===== src/rtl/tpd_pkg.sv =====
// Constants and types shared by the three-phase input decoder
package tpd_pkg;

    // ------------------------------------------------------------
    // Register map
    // ------------------------------------------------------------
    localparam logic [3:0]  TPD_CTRL_OFS     = 4'h0;
    localparam logic [3:0]  TPD_STATUS_OFS   = 4'h4;
    localparam int          TPD_ADDR_W       = 4;

    // Control register fields
    localparam int          TPD_MODE_LSB     = 0;
    localparam int          TPD_MODE_W       = 2;
    localparam int          TPD_FREEWHEEL_BIT = 2;
    localparam logic [1:0]  TPD_MODE_RST     = 2'h0;
    localparam logic        TPD_FREEWHEEL_RST = 1'b0;

    // Status register fields
    localparam int          TPD_ST_GATE_HIGH_LSB = 0;
    localparam int          TPD_ST_GATE_LOW_LSB  = 3;
    localparam int          TPD_ST_CMD_HIGH_LSB  = 6;
    localparam int          TPD_ST_CMD_LOW_LSB   = 9;
    localparam int          TPD_ST_MODE_LSB      = 12;
    localparam int          TPD_ST_FREEWHEEL_BIT = 14;

    // Input scheme selector codes
    localparam logic [1:0]  TPD_MODE_SIX     = 2'h0;
    localparam logic [1:0]  TPD_MODE_THREE   = 2'h1;
    localparam logic [1:0]  TPD_MODE_SINGLE  = 2'h2;
    localparam logic [1:0]  TPD_MODE_INDEP   = 2'h3;

    // AXI4-Lite response codes
    localparam logic [1:0]  TPD_RESP_OKAY    = 2'h0;
    localparam logic [1:0]  TPD_RESP_SLVERR  = 2'h2;

    // Phase bit positions inside three-bit vectors
    localparam int          TPD_PH_A         = 0;
    localparam int          TPD_PH_B         = 1;
    localparam int          TPD_PH_C         = 2;

    // Commutation step, one-hot
    typedef enum logic [7:0]
    {
        TPD_STEP_STOP  = 8'h01,
        TPD_STEP_ALIGN = 8'h02,
        TPD_STEP_BC    = 8'h04,
        TPD_STEP_AC    = 8'h08,
        TPD_STEP_AB    = 8'h10,
        TPD_STEP_CB    = 8'h20,
        TPD_STEP_CA    = 8'h40,
        TPD_STEP_BA    = 8'h80
    } tpd_step_t;

endpackage


===== src/rtl/tpd_decoder.sv =====
// Three-phase gate command decoder with AXI4-Lite control and status
//
// The register offsets and register access over AXI4-Lite are this design's own decisions.
`timescale 1ns/1ps

module tpd_decoder
    import tpd_pkg::*;
(
    input  wire logic                  clock,
    input  wire logic                  rst_n,
    // Gate command pins, bit 0 phase A, bit 2 phase C
    input  wire logic [2:0]            phase_high_cmd,
    input  wire logic [2:0]            phase_low_cmd,
    // Gate outputs
    output logic                       gate_high_a,
    output logic                       gate_low_a,
    output logic                       gate_high_b,
    output logic                       gate_low_b,
    output logic                       gate_high_c,
    output logic                       gate_low_c,
    // AXI4-Lite slave
    input  wire logic [TPD_ADDR_W-1:0] s_axi_awaddr,
    input  wire logic [2:0]            s_axi_awprot,
    input  wire logic                  s_axi_awvalid,
    output logic                       s_axi_awready,
    input  wire logic [31:0]           s_axi_wdata,
    input  wire logic [3:0]            s_axi_wstrb,
    input  wire logic                  s_axi_wvalid,
    output logic                       s_axi_wready,
    output logic [1:0]                 s_axi_bresp,
    output logic                       s_axi_bvalid,
    input  wire logic                  s_axi_bready,
    input  wire logic [TPD_ADDR_W-1:0] s_axi_araddr,
    input  wire logic [2:0]            s_axi_arprot,
    input  wire logic                  s_axi_arvalid,
    output logic                       s_axi_arready,
    output logic [31:0]                s_axi_rdata,
    output logic [1:0]                 s_axi_rresp,
    output logic                       s_axi_rvalid,
    input  wire logic                  s_axi_rready
);

    // ------------------------------------------------------------
    // Input synchroniser
    // ------------------------------------------------------------
    logic [2:0]  hi_meta_q;
    logic [2:0]  lo_meta_q;
    logic [2:0]  hi_sync_q;
    logic [2:0]  lo_sync_q;

    always_ff @(posedge clock)
    begin
        if (!rst_n)
        begin
            hi_meta_q <= 3'h0;
            lo_meta_q <= 3'h0;
            hi_sync_q <= 3'h0;
            lo_sync_q <= 3'h0;
        end
        else
        begin
            hi_meta_q <= phase_high_cmd;
            lo_meta_q <= phase_low_cmd;
            hi_sync_q <= hi_meta_q;
            lo_sync_q <= lo_meta_q;
        end
    end

    // ------------------------------------------------------------
    // Control register state
    // ------------------------------------------------------------
    logic [1:0]  mode_q;
    logic [1:0]  mode_d;
    logic        freewheel_q;
    logic        freewheel_d;

    // ------------------------------------------------------------
    // Single-PWM commutation decode
    // ------------------------------------------------------------
    logic        pwm;
    logic        direction;
    logic        brake_n;
    logic [2:0]  state_code;
    tpd_step_t   step;
    logic [2:0]  src;
    logic [2:0]  snk;

    // phase-A high input is the PWM
    assign pwm        = hi_sync_q[TPD_PH_A];
    assign direction  = hi_sync_q[TPD_PH_C];
    assign brake_n    = lo_sync_q[TPD_PH_C];
    assign state_code = {lo_sync_q[TPD_PH_A], hi_sync_q[TPD_PH_B], lo_sync_q[TPD_PH_B]};

    // Step lookup from state code and direction
    always_comb
    begin
        step = TPD_STEP_STOP;
        if (state_code == 3'h7)
        begin
            step = TPD_STEP_ALIGN;
        end
        else if (!direction)
        begin
            unique case (state_code)
                3'h6:    step = TPD_STEP_BC;
                3'h4:    step = TPD_STEP_AC;
                3'h5:    step = TPD_STEP_AB;
                3'h1:    step = TPD_STEP_CB;
                3'h3:    step = TPD_STEP_CA;
                3'h2:    step = TPD_STEP_BA;
                default: step = TPD_STEP_STOP;
            endcase
        end
        else
        begin
            unique case (state_code)
                3'h1:    step = TPD_STEP_BC;
                3'h3:    step = TPD_STEP_AC;
                3'h2:    step = TPD_STEP_AB;
                3'h6:    step = TPD_STEP_CB;
                3'h4:    step = TPD_STEP_CA;
                3'h5:    step = TPD_STEP_BA;
                default: step = TPD_STEP_STOP;
            endcase
        end
    end

    // Sourcing and sinking phases of the step, one bit per phase
    always_comb
    begin
        src = 3'h0;
        snk = 3'h0;
        unique case (step)
            TPD_STEP_ALIGN:
            begin
                src = 3'h1;
                snk = 3'h6;
            end
            TPD_STEP_BC:
            begin
                src = 3'h2;
                snk = 3'h4;
            end
            TPD_STEP_AC:
            begin
                src = 3'h1;
                snk = 3'h4;
            end
            TPD_STEP_AB:
            begin
                src = 3'h1;
                snk = 3'h2;
            end
            TPD_STEP_CB:
            begin
                src = 3'h4;
                snk = 3'h2;
            end
            TPD_STEP_CA:
            begin
                src = 3'h4;
                snk = 3'h1;
            end
            TPD_STEP_BA:
            begin
                src = 3'h2;
                snk = 3'h1;
            end
            default:
            begin
                src = 3'h0;
                snk = 3'h0;
            end
        endcase
    end

    // ------------------------------------------------------------
    // Gate output decode
    // ------------------------------------------------------------
    logic [2:0]  gate_high_q;
    logic [2:0]  gate_high_d;
    logic [2:0]  gate_low_q;
    logic [2:0]  gate_low_d;

    // Per-scheme gate decode
    always_comb
    begin
        gate_high_d = 3'h0;
        gate_low_d  = 3'h0;
        unique case (mode_q)
            TPD_MODE_SIX:
            begin
                gate_high_d = hi_sync_q & ~lo_sync_q;
                gate_low_d  = lo_sync_q & ~hi_sync_q;
            end
            TPD_MODE_THREE:
            begin
                // low input enables, high input picks gate
                gate_high_d = lo_sync_q & hi_sync_q;
                gate_low_d  = lo_sync_q & ~hi_sync_q;
            end
            TPD_MODE_SINGLE:
            begin
                if (!brake_n)
                begin
                    gate_high_d = 3'h0;
                    gate_low_d  = 3'h7;
                end
                else
                begin
                    // PWM on source, sink low on
                    gate_high_d = src & {3{pwm}};
                    gate_low_d  = snk | (src & {3{~pwm & ~freewheel_q}});
                end
            end
            TPD_MODE_INDEP:
            begin
                gate_high_d = hi_sync_q;
                gate_low_d  = lo_sync_q;
            end
            default:
            begin
                gate_high_d = 3'h0;
                gate_low_d  = 3'h0;
            end
        endcase
    end

    // Gate output registers
    always_ff @(posedge clock)
    begin
        if (!rst_n)
        begin
            gate_high_q <= 3'h0;
            gate_low_q  <= 3'h0;
        end
        else
        begin
            gate_high_q <= gate_high_d;
            gate_low_q  <= gate_low_d;
        end
    end

    assign gate_high_a = gate_high_q[TPD_PH_A];
    assign gate_high_b = gate_high_q[TPD_PH_B];
    assign gate_high_c = gate_high_q[TPD_PH_C];
    assign gate_low_a  = gate_low_q[TPD_PH_A];
    assign gate_low_b  = gate_low_q[TPD_PH_B];
    assign gate_low_c  = gate_low_q[TPD_PH_C];

    // ------------------------------------------------------------
    // AXI4-Lite slave
    // ------------------------------------------------------------
    logic                  awready_q, awready_d;
    logic                  wready_q, wready_d;
    logic                  aw_full_q, aw_full_d;
    logic                  w_full_q, w_full_d;
    logic [TPD_ADDR_W-1:0] waddr_q, waddr_d;
    logic [31:0]           wdata_q, wdata_d;
    logic [3:0]            wstrb_q, wstrb_d;
    logic                  bvalid_q, bvalid_d;
    logic [1:0]            bresp_q, bresp_d;
    logic                  arready_q, arready_d;
    logic                  rvalid_q, rvalid_d;
    logic [1:0]            rresp_q, rresp_d;
    logic [31:0]           rdata_q, rdata_d;
    logic [31:0]           status_word;

    // Live status: gate outputs, synchronised inputs, settings
    always_comb
    begin
        status_word = 32'h0;
        status_word[TPD_ST_GATE_HIGH_LSB +: 3] = gate_high_q;
        status_word[TPD_ST_GATE_LOW_LSB +: 3]  = gate_low_q;
        status_word[TPD_ST_CMD_HIGH_LSB +: 3]  = hi_sync_q;
        status_word[TPD_ST_CMD_LOW_LSB +: 3]   = lo_sync_q;
        status_word[TPD_ST_MODE_LSB +: 2]      = mode_q;
        status_word[TPD_ST_FREEWHEEL_BIT]      = freewheel_q;
    end

    // Bus next-state: address and data taken in either order
    always_comb
    begin
        aw_full_d   = aw_full_q;
        w_full_d    = w_full_q;
        waddr_d     = waddr_q;
        wdata_d     = wdata_q;
        wstrb_d     = wstrb_q;
        bvalid_d    = bvalid_q;
        bresp_d     = bresp_q;
        mode_d      = mode_q;
        freewheel_d = freewheel_q;
        rvalid_d    = rvalid_q;
        rresp_d     = rresp_q;
        rdata_d     = rdata_q;
        if (s_axi_awvalid && awready_q)
        begin
            aw_full_d = 1'b1;
            waddr_d   = s_axi_awaddr;
        end
        if (s_axi_wvalid && wready_q)
        begin
            w_full_d = 1'b1;
            wdata_d  = s_axi_wdata;
            wstrb_d  = s_axi_wstrb;
        end
        if (bvalid_q && s_axi_bready)
        begin
            bvalid_d = 1'b0;
        end
        // Commit once both halves are held
        if (aw_full_q && w_full_q)
        begin
            aw_full_d = 1'b0;
            w_full_d  = 1'b0;
            bvalid_d  = 1'b1;
            bresp_d   = TPD_RESP_OKAY;
            if (waddr_q == TPD_CTRL_OFS)
            begin
                if (wstrb_q[0])
                begin
                    mode_d      = wdata_q[TPD_MODE_LSB +: TPD_MODE_W];
                    freewheel_d = wdata_q[TPD_FREEWHEEL_BIT];
                end
            end
            else if (waddr_q != TPD_STATUS_OFS)
            begin
                bresp_d = TPD_RESP_SLVERR;
            end
        end
        if (rvalid_q && s_axi_rready)
        begin
            rvalid_d = 1'b0;
        end
        if (s_axi_arvalid && arready_q)
        begin
            rvalid_d = 1'b1;
            rresp_d  = TPD_RESP_OKAY;
            rdata_d  = 32'h0;
            if (s_axi_araddr == TPD_CTRL_OFS)
            begin
                rdata_d[TPD_MODE_LSB +: TPD_MODE_W] = mode_q;
                rdata_d[TPD_FREEWHEEL_BIT]          = freewheel_q;
            end
            else if (s_axi_araddr == TPD_STATUS_OFS)
            begin
                rdata_d = status_word;
            end
            else
            begin
                rresp_d = TPD_RESP_SLVERR;
            end
        end
        awready_d = !aw_full_d && !bvalid_d;
        wready_d  = !w_full_d && !bvalid_d;
        arready_d = !rvalid_d;
    end

    // Bus registers
    always_ff @(posedge clock)
    begin
        if (!rst_n)
        begin
            awready_q   <= 1'b0;
            wready_q    <= 1'b0;
            aw_full_q   <= 1'b0;
            w_full_q    <= 1'b0;
            waddr_q     <= '0;
            wdata_q     <= 32'h0;
            wstrb_q     <= 4'h0;
            bvalid_q    <= 1'b0;
            bresp_q     <= TPD_RESP_OKAY;
            mode_q      <= TPD_MODE_RST;
            freewheel_q <= TPD_FREEWHEEL_RST;
            arready_q   <= 1'b0;
            rvalid_q    <= 1'b0;
            rresp_q     <= TPD_RESP_OKAY;
            rdata_q     <= 32'h0;
        end
        else
        begin
            awready_q   <= awready_d;
            wready_q    <= wready_d;
            aw_full_q   <= aw_full_d;
            w_full_q    <= w_full_d;
            waddr_q     <= waddr_d;
            wdata_q     <= wdata_d;
            wstrb_q     <= wstrb_d;
            bvalid_q    <= bvalid_d;
            bresp_q     <= bresp_d;
            mode_q      <= mode_d;
            freewheel_q <= freewheel_d;
            arready_q   <= arready_d;
            rvalid_q    <= rvalid_d;
            rresp_q     <= rresp_d;
            rdata_q     <= rdata_d;
        end
    end

    assign s_axi_awready = awready_q;
    assign s_axi_wready  = wready_q;
    assign s_axi_bvalid  = bvalid_q;
    assign s_axi_bresp   = bresp_q;
    assign s_axi_arready = arready_q;
    assign s_axi_rvalid  = rvalid_q;
    assign s_axi_rresp   = rresp_q;
    assign s_axi_rdata   = rdata_q;

endmodule


===== config.mk =====
export PLATFORM = sky130hd
export DESIGN_NAME = tpd_decoder
export DESIGN_NICKNAME = d
export VERILOG_FILES = /design/src/rtl/tpd_pkg.sv /design/src/rtl/tpd_decoder.sv
export SDC_FILE = /design/constraint.sdc
export NUM_CORES = 1
export LEC_CHECK = 0
export ABC_AREA = 1
export BUFFER_PORTS_ARGS = -buffer_cell sky130_fd_sc_hd__buf_2
export CORE_MARGIN = 2
export CORE_UTILIZATION = 33
export DETAILED_ROUTE_END_ITERATION = 7
export GPL_TIMING_DRIVEN = 0
export PLACE_DENSITY = 0.57
export SYNTH_ARGS = -nofsm -noshare
export SYNTH_HDL_FRONTEND = slang
export SYNTH_SLANG_ARGS = --single-unit

===== constraint.sdc =====
create_clock -name clock -period 1.2 [get_ports clock]
set_input_delay 0.24 -clock clock [delete_from_list [all_inputs] [get_ports clock]]
set_output_delay 0.24 -clock clock [all_outputs]
set_load 0.05 [all_outputs]

; ---- Word level (Yosys, flattened, before mapping)
; Index checks and enable logic that the tools add are counted.
[totals]
word_cells = 99
output_inout_bits = 47
ff_bits = 72
input_bits = 63
[classes]
bitwise_logic = 11
n_mux = 25
n_reduce_logical = 23
n_eq_ne = 19
[ops]
columns = op, n
row1 = $pmux W8 S6, 2
row2 = $mux W29, 1
row3 = $pmux W3 S4, 2
row4 = $pmux W3 S3, 2
row5 = $mux W8, 2
row6 = $and A3 B3 Y3, 5
row7 = $mux W15, 1
row8 = $eq A3 B3 Y1 const B, 4
row9 = $reduce_or A2 Y1, 6
row10 = $mux W3, 3
row11 = $eq A8 B2 Y1 const B, 1
row12 = $eq A8 B3 Y1 const B, 1
row13 = $eq A8 B4 Y1 const B, 1
row14 = $eq A8 B5 Y1 const B, 1
row15 = $eq A8 B6 Y1 const B, 1
row16 = $eq A8 B7 Y1 const B, 1
row17 = $eq A8 B8 Y1 const B, 1
row18 = $logic_and A1 B1 Y1, 8
row19 = $logic_not A4 Y1, 2
row20 = $mux W1, 8
row21 = $mux W2, 4
row22 = $eq A3 B2 Y1 const B, 2
row23 = $not A3 Y3, 2
row24 = $eq A2 B2 Y1 const B, 2
row25 = other kinds (11), 15

; ---- Logic depth before layout (Yosys ltp)
; Gate-level depths: netlist of the first run.
[logic_depth]
word_depth = 11
depth_mapped = 11
ltp_nobuf = 10

; ---- Worst setup path before layout of the first run
; OpenSTA, ideal clock, no wires.
[synth_path]
path_kind = reg2reg
startpoint = register arready_q, in the netlist s_axi_arready
endpoint = register rdata_q[3], in the netlist s_axi_rdata[3]
t_required_ns = 1.131
synth_period_minus_slack_ns = 1.528
n_path_buf = 1
path_stages_with_launch = 8
path_slack_ns = -0.328
t_arrival_ns = 1.459
setup_time_ns = 0.069
path_cell_list = dfxtp_1 -> nand2_2 -> clkinv_2 -> nand3_4 -> nor2_8 -> buf_12 -> nand2_2 -> a21oi_2
[synth_via]
elab_chain_len = 1
[synth_rtl]
columns = item, line_no
row1 = "start, declared", tpd_decoder.sv:263  ; logic arready_q, arready_d;
row2 = "start signal, assigned", tpd_decoder.sv:393  ; arready_q <= arready_d;
row3 = $logic_and A1 B1 Y1, tpd_decoder.sv:335  ; if (s_axi_arvalid && arready_q)
row4 = "end signal, assigned", tpd_decoder.sv:396  ; rdata_q <= rdata_d;
row5 = "end, declared", tpd_decoder.sv:266  ; logic [31:0] rdata_q, rdata_d;
; No other way between the ends.
; A chain may end at the register's enable or synchronous reset.

; ---- Worst setup path in the final report of the first run
[layout_path]
startpoint = register hi_sync_q[2]
endpoint = register gate_low_q[2]
[layout_via]
elab_chain_len = 9
elab_cells_between_ends = 23
classes_between = 7 x eq/ne / 6 x mux / 4 x bitwise / 6 x reduce/logical
[layout_rtl]
columns = item, line_no
row1 = "start, declared", tpd_decoder.sv:48  ; logic [2:0] hi_sync_q;
row2 = "start signal, assigned", tpd_decoder.sv:64  ; hi_sync_q <= hi_meta_q;
row3 = $mux W8, tpd_decoder.sv:102  ; else if (!direction)
row4 = $mux W8, tpd_decoder.sv:98  ; if (state_code == 3'h7)
row5 = "$eq A8 B5 Y1, or another cell as far along", tpd_decoder.sv:133  ; unique case (step)
row6 = $reduce_or A3 Y1 (no source line) or $reduce_or A2 Y1 (tied branches), -
row7 = $pmux W3 S3, tpd_decoder.sv:133
row8 = $and A3 B3 Y3, tpd_decoder.sv:213  ; gate_low_d = snk | (src & {3{~pwm & ~freewheel_q}});
row9 = $or A3 B3 Y3, tpd_decoder.sv:213
row10 = $mux W3, tpd_decoder.sv:204  ; if (!brake_n)
row11 = $pmux W3 S3 (*), tpd_decoder.sv:190  ; unique case (mode_q)
row12 = "end signal, assigned", tpd_decoder.sv:240  ; gate_low_q <= gate_low_d;
row13 = "end, declared", tpd_decoder.sv:182  ; logic [2:0] gate_low_q;
; Mark *: on every way between the ends. The rest lies on a longest branch, timed or not.

==> results by group, run 1 <==
Synthesis
  – Syn Inst Count: 310
  – Synth Register Bits: 53
  – Distinct cells, synth: 29
  – YS warnings: 0
  – Mapped Area: roughly 2300 sq um
  – Register area share after synthesis: 45.3%
  – Mean Syn Cell Area: 7.55 sq um

Clock tree
  – Skew-Pair Late Insertion Delay: about 0.30 ns
  – Clk sinks: 53
  – Reg clk slew, reported paths: around 0.09 ns
  – CTS Buf Count: 5
  – Cts hold-fix bufs: 0
  – Bufs on Longest Clock Path: 2
  – CTS root buf: clkbuf_8
  – CTS tree: yes
  – CTS H-tree depth: 2

Timing
  – Tmin final: approximately 1.2 ns
  – Max_slew headroom: 54.7%
  – Final setup vio count: 0
  – RSZ-0062 raised after global routing: true
  – Worst-margin pin slew: ~0.68 ns
  – Skew final: between 0.005 and 0.006 ns
  – Final Cycle Share: roughly 100%
  – Max Clk Rate: ~840 MHz
  – Final hold violation count: 0
  – Max Slew Vio Count: 0
  – Hold_ws: ~0.11 ns
  – Final setup TNS: 0 ns

Final layout
  – Core Util, Final: 44.8%
  – ANT cells: 0
  – Share of cells above drive strength 1: 35.9%
  – Most common cell after layout, fill and taps aside: nand2_1
  – Layout area overhead: 30.8%
  – Most frequent cells in the layout: nand2_1, buf_2, dfxtp_1, inv_1, nor2_1
  – Layout Nets: around 460

Die
  – Core area: 6830 sq um
  – Die Y: 88.2 um
  – # rows: 30
  – Initial Util: 34.3%
  – # IOs: between 100 and 150
  – Die Area: a little under 8000 sq um
  – Die Wd: a little under 90 um

Run
  – Max-Cap Viols: 0

Critical path
  – Largest fanout on the critical path: 9
  – Crit path kind: reg2reg
  – Setup crit start: hi_sync_q[2]
  – CP endpoint kind: flop
  – Reg-to-reg startpoint: hi_sync_q[2]
  – Startpoint Class: flop
  – Arrival time worst endpoint: between 1 and 1.5 ns
  – Critical path data required time: 1.41 ns

Placed design
  – I/O Buffers: 52
  – Final GP Congestion: 0.835
  – DP Wirelength: approximately 3.7 mm

Status
  – Status: finished, final reports clean

Route
  – Vias per inst: 4.24
  – DRT antenna net count: 0
  – Iter 0 DRT Violations: around 190
  – Drc violations: 0
  – WL final: between 4 and 5 mm
  – WL/cell: between 9 and 10 um
  – Via count: roughly 2.1k
  – DRT Pass-1 Iters: 4

GRT
  – Global route overflow: 0
  – First-pass GRT wire length: about 7.6 mm
  – Total GRT Usage: 12.3%
  – Vias in the first global route: between 1.5k and 2k
  – Largest net degree at the start of global routing: 17
  – Initial antenna violation count: 0

Pwr
  – Pwr dens: 1190 nW/um^2
  – VDD IR-drop max: between 0.0007 and 0.0008 V
  – Leak Pwr: 1.53 nW

Min path
  – Hold wc startpoint: phase_low_cmd[0]
  – Worst min path class: in2reg
## flip-flops by register name, summed over array words and instances, names as in the netlist, 2 cells and up
register,count
gate_high_q,3
gate_low_q,3
hi_meta_q,3
hi_sync_q,3
lo_meta_q,3
lo_sync_q,3
mode_q,2
s_axi_rdata,15
waddr_q,4
wdata_q,3
## final timing paths
path                   endpoint  slack [ns]  cells after the start
hold / removal     lo_meta_q[0]        0.11                      3
hold reg to reg    lo_sync_q[1]        0.42                      2
setup reg to reg  gate_low_q[2]        0.01                     10
setup / recovery  gate_low_q[2]        0.01                     10
## worst max-delay path, stage by stage (launching register included)
cell and delay, ns:
dfxtp_2 0.34, buf_6 0.13, inv_2 0.06, nand2_1 0.08, nor2_1 0.05, nor2_2 0.11
nand2_1 0.08, nand2_1 0.07, nand3_1 0.06, nand2_1 0.07, inv_1 0.04
## through the flow
stage	setup WS, ns	area (sq um)	instances	power (mW)
6_report	0.0135	3060	492	3.64
5_1_grt	-0.121	3060	492	3.82
4_1_cts	0.00849	2920	484	3.63
3_5_place_dp	-0.0987	2800	476	2.45
3_3_place_gp	-0.0946	2800	476	2.45
2_1_floorplan	0.00392	2420	328	2.34
## area by class of cell
| cell class | count | area (sq um) |
|---|---|---|
| buffer | 28 | 211 |
| clock buffer | 6 | 72.6 |
| clock inverter | 2 | 38.8 |
| fill | 740 | 3770 |
| inverter | 38 | 148 |
| multi-input combinational | 209 | 1050 |
| sequential | 53 | 1080 |
| tap | 96 | 120 |
| timing repair buffer | 60 | 345 |
## synthesized netlist by cell type (all sizes together)
library cell / n / share of area [%]
clkinv: 2 / 0.37
and3: 1 / 0.27
o211a: 1 / 0.43
nor3b: 1 / 0.53
a31oi: 3 / 0.80
nand2: 90 / 16
a21oi: 26 / 7.2
dfxtp: 53 / 45
inv: 36 / 5.8
nor2: 36 / 6.7
clkbuf: 2 / 0.32
nand3: 11 / 2.9
conb: 1 / 0.16
a221oi: 2 / 0.75
nor3: 4 / 1.3
o21ai: 14 / 3.0
nand4: 1 / 0.27
buf: 26 / 8.2
## per-layer routing
layer  global-route usage (%)  vias to the layer above  routed length, um
met1                     17.1                      922               2340
li1                         -                     1097                  -
met2                     19.0                       65               2220
met4                     3.17                        0                 28
met3                     3.45                        2                318
met5                        0                        -                  0
## repair_timing
action	in CTS	in global routing
pin swaps	1	8
resized for setup	6	24
cloned	0	1
setup buffers	0	7
endpoints found under the setup margin	9	21
## logic make-up (layout without fill, tap and decap cells)
group                  Yosys count  after routing  share of synthesized area [%]
AO/OA/AOI/OAI                   46             46                           12.1
flip-flops                      53             53                           45.3
AND/OR/NAND/NOR                144            144                           27.7
buffers and inverters           66            134                           14.7
other                            1             19                          0.160
## power by group
| part | total (mW) | switching, mW | internal (mW) |
|---|---|---|---|
| combinational | 0.581 | 0.397 | 0.184 |
| clock | 1.19 | 0.561 | 0.626 |
| sequential | 1.87 | 0.0458 | 1.83 |
(Power assumes the default switching activity.)
==> run 2: changes to the inputs <==
--- a/config.mk
+++ b/config.mk
@@ -8,10 +8,11 @@
 export ABC_AREA = 1
 export BUFFER_PORTS_ARGS = -buffer_cell sky130_fd_sc_hd__buf_2
 export CORE_MARGIN = 2
-export CORE_UTILIZATION = 33
+export CORE_UTILIZATION = 46
 export DETAILED_ROUTE_END_ITERATION = 7
 export GPL_TIMING_DRIVEN = 0
-export PLACE_DENSITY = 0.57
+export PLACE_DENSITY = 0.76
+export SLEW_MARGIN = 20
 export SYNTH_ARGS = -nofsm -noshare
 export SYNTH_HDL_FRONTEND = slang
 export SYNTH_SLANG_ARGS = --single-unit
==> run 2 against run 1 <==
Sequential power about the same; clock skew fell by 0.0017 ns; sequential cell count unchanged; total power fell by 1.8%; worst hold slack improved by 0.0011 ns; count of clock-buffer cells in the layout is 1 higher; cell count is 4.3% lower; largest cell class is now multi-input gates; die area decreased by 27%; combinational power rose by 6.0%.
==> results by group, run 2 (same netlist as run 1, synthesis figures left out) <==
Timing
  – Worst-margin pin slew: 0.611 ns (-0.0686 ns)
  – Tmin final: 1.20 ns (+0.0114 ns)
  – Final Cycle Share: 99.8% (+0.95 points)
  – RSZ-0062 raised after global routing: true
  – Skew final: 0.00412 ns (-0.00169 ns)
  – Final setup vio count: 0 (unchanged)
  – Max Clk Rate: 835 MHz (-0.95%)
  – Max_slew headroom: 59.3% (+4.6 points)
  – Max Slew Vio Count: 0 (unchanged)
  – Hold_ws: 0.112 ns (+0.00114 ns)
  – Final hold violation count: 0 (unchanged)
  – Setup slack after layout: 0.00204 ns (-0.0114 ns)

Die
  – # rows: 25 (-17%)
  – Die Area: 5680 sq um (-27%)
  – Core area: 4820 sq um (-29%)
  – Die Wd: 75.3 um (-15%)
  – # IOs: 110 (unchanged)
  – Die Y: 75.3 um (-15%)
  – Initial Util: 48.6% (+14 points)

Clock tree
  – Clk sinks: 53 (unchanged)
  – CTS tree: yes
  – Reg clk slew, reported paths: 0.09 ns (about the same)
  – CTS H-tree depth: 2 (unchanged)
  – Skew-Pair Late Insertion Delay: 0.30 ns (about the same)
  – Bufs on Longest Clock Path: 2 (unchanged)
  – CTS Buf Count: 5 (unchanged)
  – CTS root buf: clkbuf_8

Critical path
  – Crit path kind: reg2reg
  – Cell breakdown of the critical path: nand2_8, inv_6, nand3_4, nor2_8, clkbuf_16, nand2_2, a21oi_2
  – CP endpoint kind: flop
  – Worst path bufs/invs: 2 (-1)
  – Largest fanout on the critical path: 7 (-2)
  – Critical-path top delay cell: dfxtp_4
  – Arrival time worst endpoint: 1.44 ns (+0.05 ns)
  – Worst path top cell family by delay: simple AND/OR/NAND/NOR gates
  – Critical Path Max Stage Delay: 0.39 ns (+0.05 ns)
  – Startpoint Class: flop
  – Critical path data required time: 1.44 ns (+0.03 ns)

Final layout
  – Share of cells above drive strength 1: 41.1% (+5.2 points)
  – Fin area: 3160 sq um (+3.2%)
  – Layout area overhead: 35.0%
  – Layout Nets: 466 (+1.7%)
  – Core Util, Final: 65.6% (+21 points)
  – ANT cells: 0 (unchanged)
  – Most common cell after layout, fill and taps aside: nand2_1
  – Max reg flops: 15 (unchanged)
  – Most frequent cells in the layout: nand2_1, buf_2, dfxtp_1, buf_4, nor2_1

Pwr
  – Switching Power: 1.00 mW (-0.29%)
  – Clock Power Share: 30.5% (-2.1 points)
  – Logic pwr share: 17.2% (+1.2 points)
  – Tot Pwr: 3.58 mW (-1.8%)
  – Int Pwr: 2.57 mW (-2.4%)
  – VDD IR-drop max: 0.000771 V (-1.3%)
  – Switch share: 28.0% (+0.43 points)
  – Sequential power share: 52.3% (+0.9 points)
  – Pwr dens: 1130 nW/um^2 (-4.9%)
  – Leak Pwr: 1.59 nW (+4.3%)

Route
  – WL final: 4.90 mm (-0.14%)
  – Drc violations: 0 (unchanged)
  – Vias per inst: 4.50 (+6.2%)
  – Via count: 2,120 (+1.6%)
  – DRT antenna net count: 0 (unchanged)
  – WL/cell: 10.4 um (+4.3%)
  – DRT Pass-1 Iters: 4 (unchanged)
  – Iter 0 DRT Violations: 80 (-59%)

Placed design
  – Placed cell areas: 2760 sq um (-1.3%)
  – I/O Buffers: 52 (unchanged)
  – Final GP Congestion: 0.915 (+9.7%)
  – Setup slack at placement: -0.0698 ns (+0.0288 ns)
  – DP Wirelength: 3.57 mm (-2.6%)

GRT
  – Global route overflow: 0 (unchanged)
  – Largest net degree at the start of global routing: 17 (unchanged)
  – Total GRT Usage: 16.1% (+3.8 points)
  – Initial antenna violation count: 0 (unchanged)
  – Vias in the first global route: 1,616 (-7.1%)
  – First-pass GRT wire length: 6.99 mm (-8.6%)

Min path
  – Worst min path class: in2reg

Status
  – Status: finished, final reports clean

Run
  – Max-Cap Viols: 0 (unchanged)
run 2: cell count changes in the layout (fill, tap and decap cells not counted), sizes merged:
| cell | previous run | this run |
|---|---|---|
| inv | 37 | 38 |
| clkinv | 2 | 1 |
| buf | 82 | 87 |
| bufinv | 1 | 0 |
| clkbuf | 12 | 16 |
run 2: power by group through the flow:
stage / registers, mW / logic, mW / clock network [mW]
finish: 1.87 / 0.616 / 1.09
global route: 1.88 / 0.667 / 1.19
CTS: 1.87 / 0.545 / 1.12
detailed placement: 1.90 / 0.541 / 0
global placement: 1.90 / 0.535 / 0
floorplan: 1.97 / 0.365 / 0
run 2: metal layers:
layer	wire length, um	track usage, %
met1	2070	20.3
met2	2420	26.2
met3	309	3.97
met4	99	7.41
met5	0	0
run 2: stage by stage:
| step | setup TNS [ns] | cells |
|---|---|---|
| floorplan | 0 | 328 |
| global placement | -0.337 | 447 |
| detailed placement | -0.408 | 447 |
| CTS | 0 | 455 |
| global route | -0.952 | 471 |
| finish | 0 | 471 |
run 2: final timing paths:
kind	startpoint	end	slack (ns)	cells past startpoint
setup reg to reg	s_axi_arready	s_axi_rdata[11]	0.002	7
setup / recovery	s_axi_arready	s_axi_rdata[11]	0.002	7
hold reg to reg	lo_meta_q[0]	lo_sync_q[0]	0.41	2
hold / removal	phase_high_cmd[1]	hi_meta_q[1]	0.11	3
run 2: area by class of cell:
| type | instances | area (sq um) |
|---|---|---|
| fillers | 460 | 1660 |
| clock inverters | 1 | 8.76 |
| multi-input cells | 209 | 1090 |
| flip-flops and latches | 53 | 1080 |
| inverters | 38 | 158 |
| well taps | 67 | 83.8 |
| repair buffers | 68 | 428 |
| clock buffers | 7 | 97.6 |
| plain buffers | 28 | 211 |
run 2: what timing repair did:
item                                    CTS  global route
gates cloned                              0             1
resized for setup                         5            52
hold buffers                              0             0
pin swaps                                 0            15
endpoints found under the setup margin    7            26
buffers inserted                          0            15
run 2: worst reg2reg max path, stage by stage (launching register included):
cell and delay, ns:
dfxtp_4 0.39, nand2_8 0.07, inv_6 0.06, nand3_4 0.08, nor2_8 0.20, clkbuf_16 0.18
nand2_2 0.05, a21oi_2 0.10
==> run 3: changes to the inputs <==
--- a/config.mk
+++ b/config.mk
@@ -5,10 +5,9 @@
 export SDC_FILE = /design/constraint.sdc
 export NUM_CORES = 1
 export LEC_CHECK = 0
-export ABC_AREA = 1
 export BUFFER_PORTS_ARGS = -buffer_cell sky130_fd_sc_hd__buf_2
 export CORE_MARGIN = 2
-export CORE_UTILIZATION = 46
+export CORE_UTILIZATION = 45
 export DETAILED_ROUTE_END_ITERATION = 7
 export GPL_TIMING_DRIVEN = 0
 export PLACE_DENSITY = 0.76
==> run 3 against run 2 <==
The run now ends with negative setup slack left; utilization fell by 5.1 points; cell count is 17% lower; synthesized area decreased by 5.4%; cell area shrank 9.6%; critical path type unchanged; largest cell class is now flip-flops and latches; highest routed layer unchanged.
==> results by group, run 3 <==
Die
  – Die Y: 74.2 um (-1.6%)
  – Die Area: 5500 sq um (-3.1%)
  – Core area: 4720 sq um (-1.9%)
  – Initial Util: 46.9% (-1.7 points)
  – Die Wd: 74.2 um (-1.6%)
  – # rows: 25 (unchanged)
  – # IOs: 110 (unchanged)

Final layout
  – Share of cells above drive strength 1: 36.4% (-4.7 points)
  – Layout area overhead: 29.0%
  – Core Util, Final: 60.5% (-5.1 points)
  – Most frequent cells in the layout: buf_2, dfxtp_1, buf_4, a21oi_1, conb_1
  – Max reg flops: 15 (unchanged)
  – ANT cells: 0 (unchanged)
  – Most common cell after layout, fill and taps aside: buf_2
  – Layout Nets: 386 (-17%)

Clock tree
  – Bufs on Longest Clock Path: 2 (unchanged)
  – CTS H-tree depth: 2 (unchanged)
  – CTS Buf Count: 5 (unchanged)
  – Clk sinks: 53 (unchanged)
  – CTS tree: yes
  – Reg clk slew, reported paths: 0.09 ns (about the same)
  – CTS root buf: clkbuf_8
  – Skew-Pair Late Insertion Delay: 0.30 ns (about the same)

Critical path
  – Arrival time worst endpoint: 1.46 ns (+0.02 ns)
  – Critical path data required time: 1.41 ns (-0.03 ns)
  – Worst path bufs/invs: 0 (-2)
  – Crit path kind: reg2reg
  – Largest fanout on the critical path: 6 (-1)
  – Startpoint Class: flop
  – CP endpoint kind: flop
  – WP depth: 3 (-4)
  – Cell breakdown of the critical path: or2_1, a2111o_1, a221oi_2
  – FF-to-FF path depth: 3 (-4)
  – Worst path top cell family by delay: compound AO/OA/AOI/OAI gates
  – Critical-path top delay cell: dfxtp_4
  – Critical Path Max Stage Delay: 0.38 ns (about the same)

Synthesis
  – Post-synth top cells: dfxtp_1, a21oi_1, buf_4
  – Count leader, synth: dfxtp_1
  – Synth Register Bits: 53 (unchanged)
  – Syn Inst Count: 242 (-22%)
  – Mean Syn Cell Area: 9.15 sq um (+21%)
  – Distinct cells, synth: 44 (+52%)
  – Synth Flop Type: dfxtp_1
  – Post-synth ARST share: 0% (unchanged)
  – Synth area leaders: dfxtp_1, buf_4, a32oi_1
  – Mapped Area: 2210 sq um (-5.4%)
  – YS warnings: 0 (unchanged)
  – Top cell type's share of synthesized area: 47.9% (+2.6 points)
  – Post-synth EDFFs: 0 (unchanged)
  – Register area share after synthesis: 47.9% (+2.6 points)
  – Post-synth top area cell: dfxtp_1

Route
  – DRT antenna net count: 0 (unchanged)
  – Vias per inst: 4.88 (+8.5%)
  – WL/cell: 11.4 um (+9.7%)
  – WL final: 4.46 mm (-8.9%)
  – Iter 0 DRT Violations: 93 (+16%)
  – Via count: 1,909 (-10%)
  – Drc violations: 0 (unchanged)
  – DRT Pass-1 Iters: 4 (unchanged)

Pwr
  – VDD IR-drop max: 0.000809 V (+4.9%)
  – Switch share: 26.2% (-1.8 points)
  – Int Pwr: 2.67 mW (+3.8%)
  – Logic pwr share: 14.7% (-2.5 points)
  – Clock Power Share: 33.9% (+3.4 points)
  – Switching Power: 948 uW (-5.4%)
  – Sequential power share: 51.3% (-1.0 points)
  – Pwr dens: 1270 nW/um^2 (+12%)
  – Leak Pwr: 1.25 nW (-22%)

Placed design
  – DP Wirelength: 3.23 mm (-9.7%)
  – Final GP Congestion: 0.892 (-2.5%)
  – I/O Buffers: 52 (unchanged)
  – Setup slack at placement: -0.0899 ns (-0.0200 ns)

Timing
  – Final hold violation count: 0 (unchanged)
  – Setup slack after layout: -0.0425 ns (-0.0445 ns)
  – Max Slew Vio Count: 0 (unchanged)
  – RSZ-0062 raised after global routing: true
  – Max Clk Rate: 805 MHz (-3.6%)
  – Skew final: 0.00399 ns (-0.000131 ns)
  – Tmin final: 1.24 ns (+0.0445 ns)
  – Final setup vio count: 1 (+1)
  – Final Cycle Share: 104% (+3.7 points)

GRT
  – First-pass GRT wire length: 7.25 mm (+3.7%)
  – Global route overflow: 0 (unchanged)
  – Vias in the first global route: 1,648 (+2.0%)
  – Largest net degree at the start of global routing: 17 (unchanged)
  – Total GRT Usage: 17.0% (+0.82 points)
  – Initial antenna violation count: 0 (unchanged)

Min path
  – Worst min path class: in2reg
  – Hold path cells: 2 (-1)

Status
  – Status: finished with violations
  – Failing checks: negative setup slack

Run
  – Max-Cap Viols: 0 (unchanged)
run 3: worst reg2reg max path, stage by stage (launching register included):
cell	delay, ns
dfxtp_4	0.38
or2_1	0.21
a2111o_1	0.30
a221oi_2	0.27
run 3: through the flow:
step	area, sq um	std cells	TNS (ns)	power [mW]	hold WS (ns)
global route	2860	391	-0.163	3.77	0.124
CTS	2780	389	-0.0389	3.63	0.132
global placement	2630	379	-0.693	2.40	0.415
detailed placement	2630	379	-0.716	2.41	0.417
floorplan	2290	260	0	2.30	0.362
finish	2860	391	-0.0425	3.62	0.142
run 3: cell families after synthesis:
group	Yosys count	synth area share, %
compound gates	59	17.6
other cells	1	0.169
buf+inv	34	9.77
simple gates	89	21.6
flops	53	47.9
mux	5	2.54
xor+xnor	1	0.396
run 3: layout make-up:
class,instances,area (sq um)
timing repair buffer,56,298
buffer,32,235
sequential,53,1080
multi-input combinational,173,1030
fill,448,1870
clock buffer,6,82.6
clock inverter,2,37.5
inverter,2,7.51
tap,67,83.8
run 3: power by group through the flow:
stage	clock network, mW	logic (mW)	registers (mW)
3_3_place_gp	0	0.504	1.90
3_5_place_dp	0	0.508	1.90
6_report	1.23	0.533	1.86
4_1_cts	1.26	0.515	1.86
5_1_grt	1.33	0.578	1.87
2_1_floorplan	0	0.332	1.97
run 3: repair_timing:
action	CTS	global route
hold buffers	0	0
buffers inserted	2	2
endpoints found under the setup margin	13	15
pin swaps	1	5
gates resized for setup	7	26
endpoints found under the hold margin	0	0
run 3: worst paths after layout:
path	start	slack, ns	to
max	freewheel_q	-0.04	gate_low_q[0]
min	phase_high_cmd[1]	0.14	hi_meta_q[1]
max reg2reg	freewheel_q	-0.04	gate_low_q[0]
min reg2reg	hi_meta_q[1]	0.44	hi_sync_q[1]
run 3: metal layers:
metal,GRT usage (%),routed length (um),up-vias
li1,-,-,981
met1,21.7,2040,855
met2,27.8,2060,67
met3,4.20,292,6
met4,6.26,68,0
met5,0,0,-
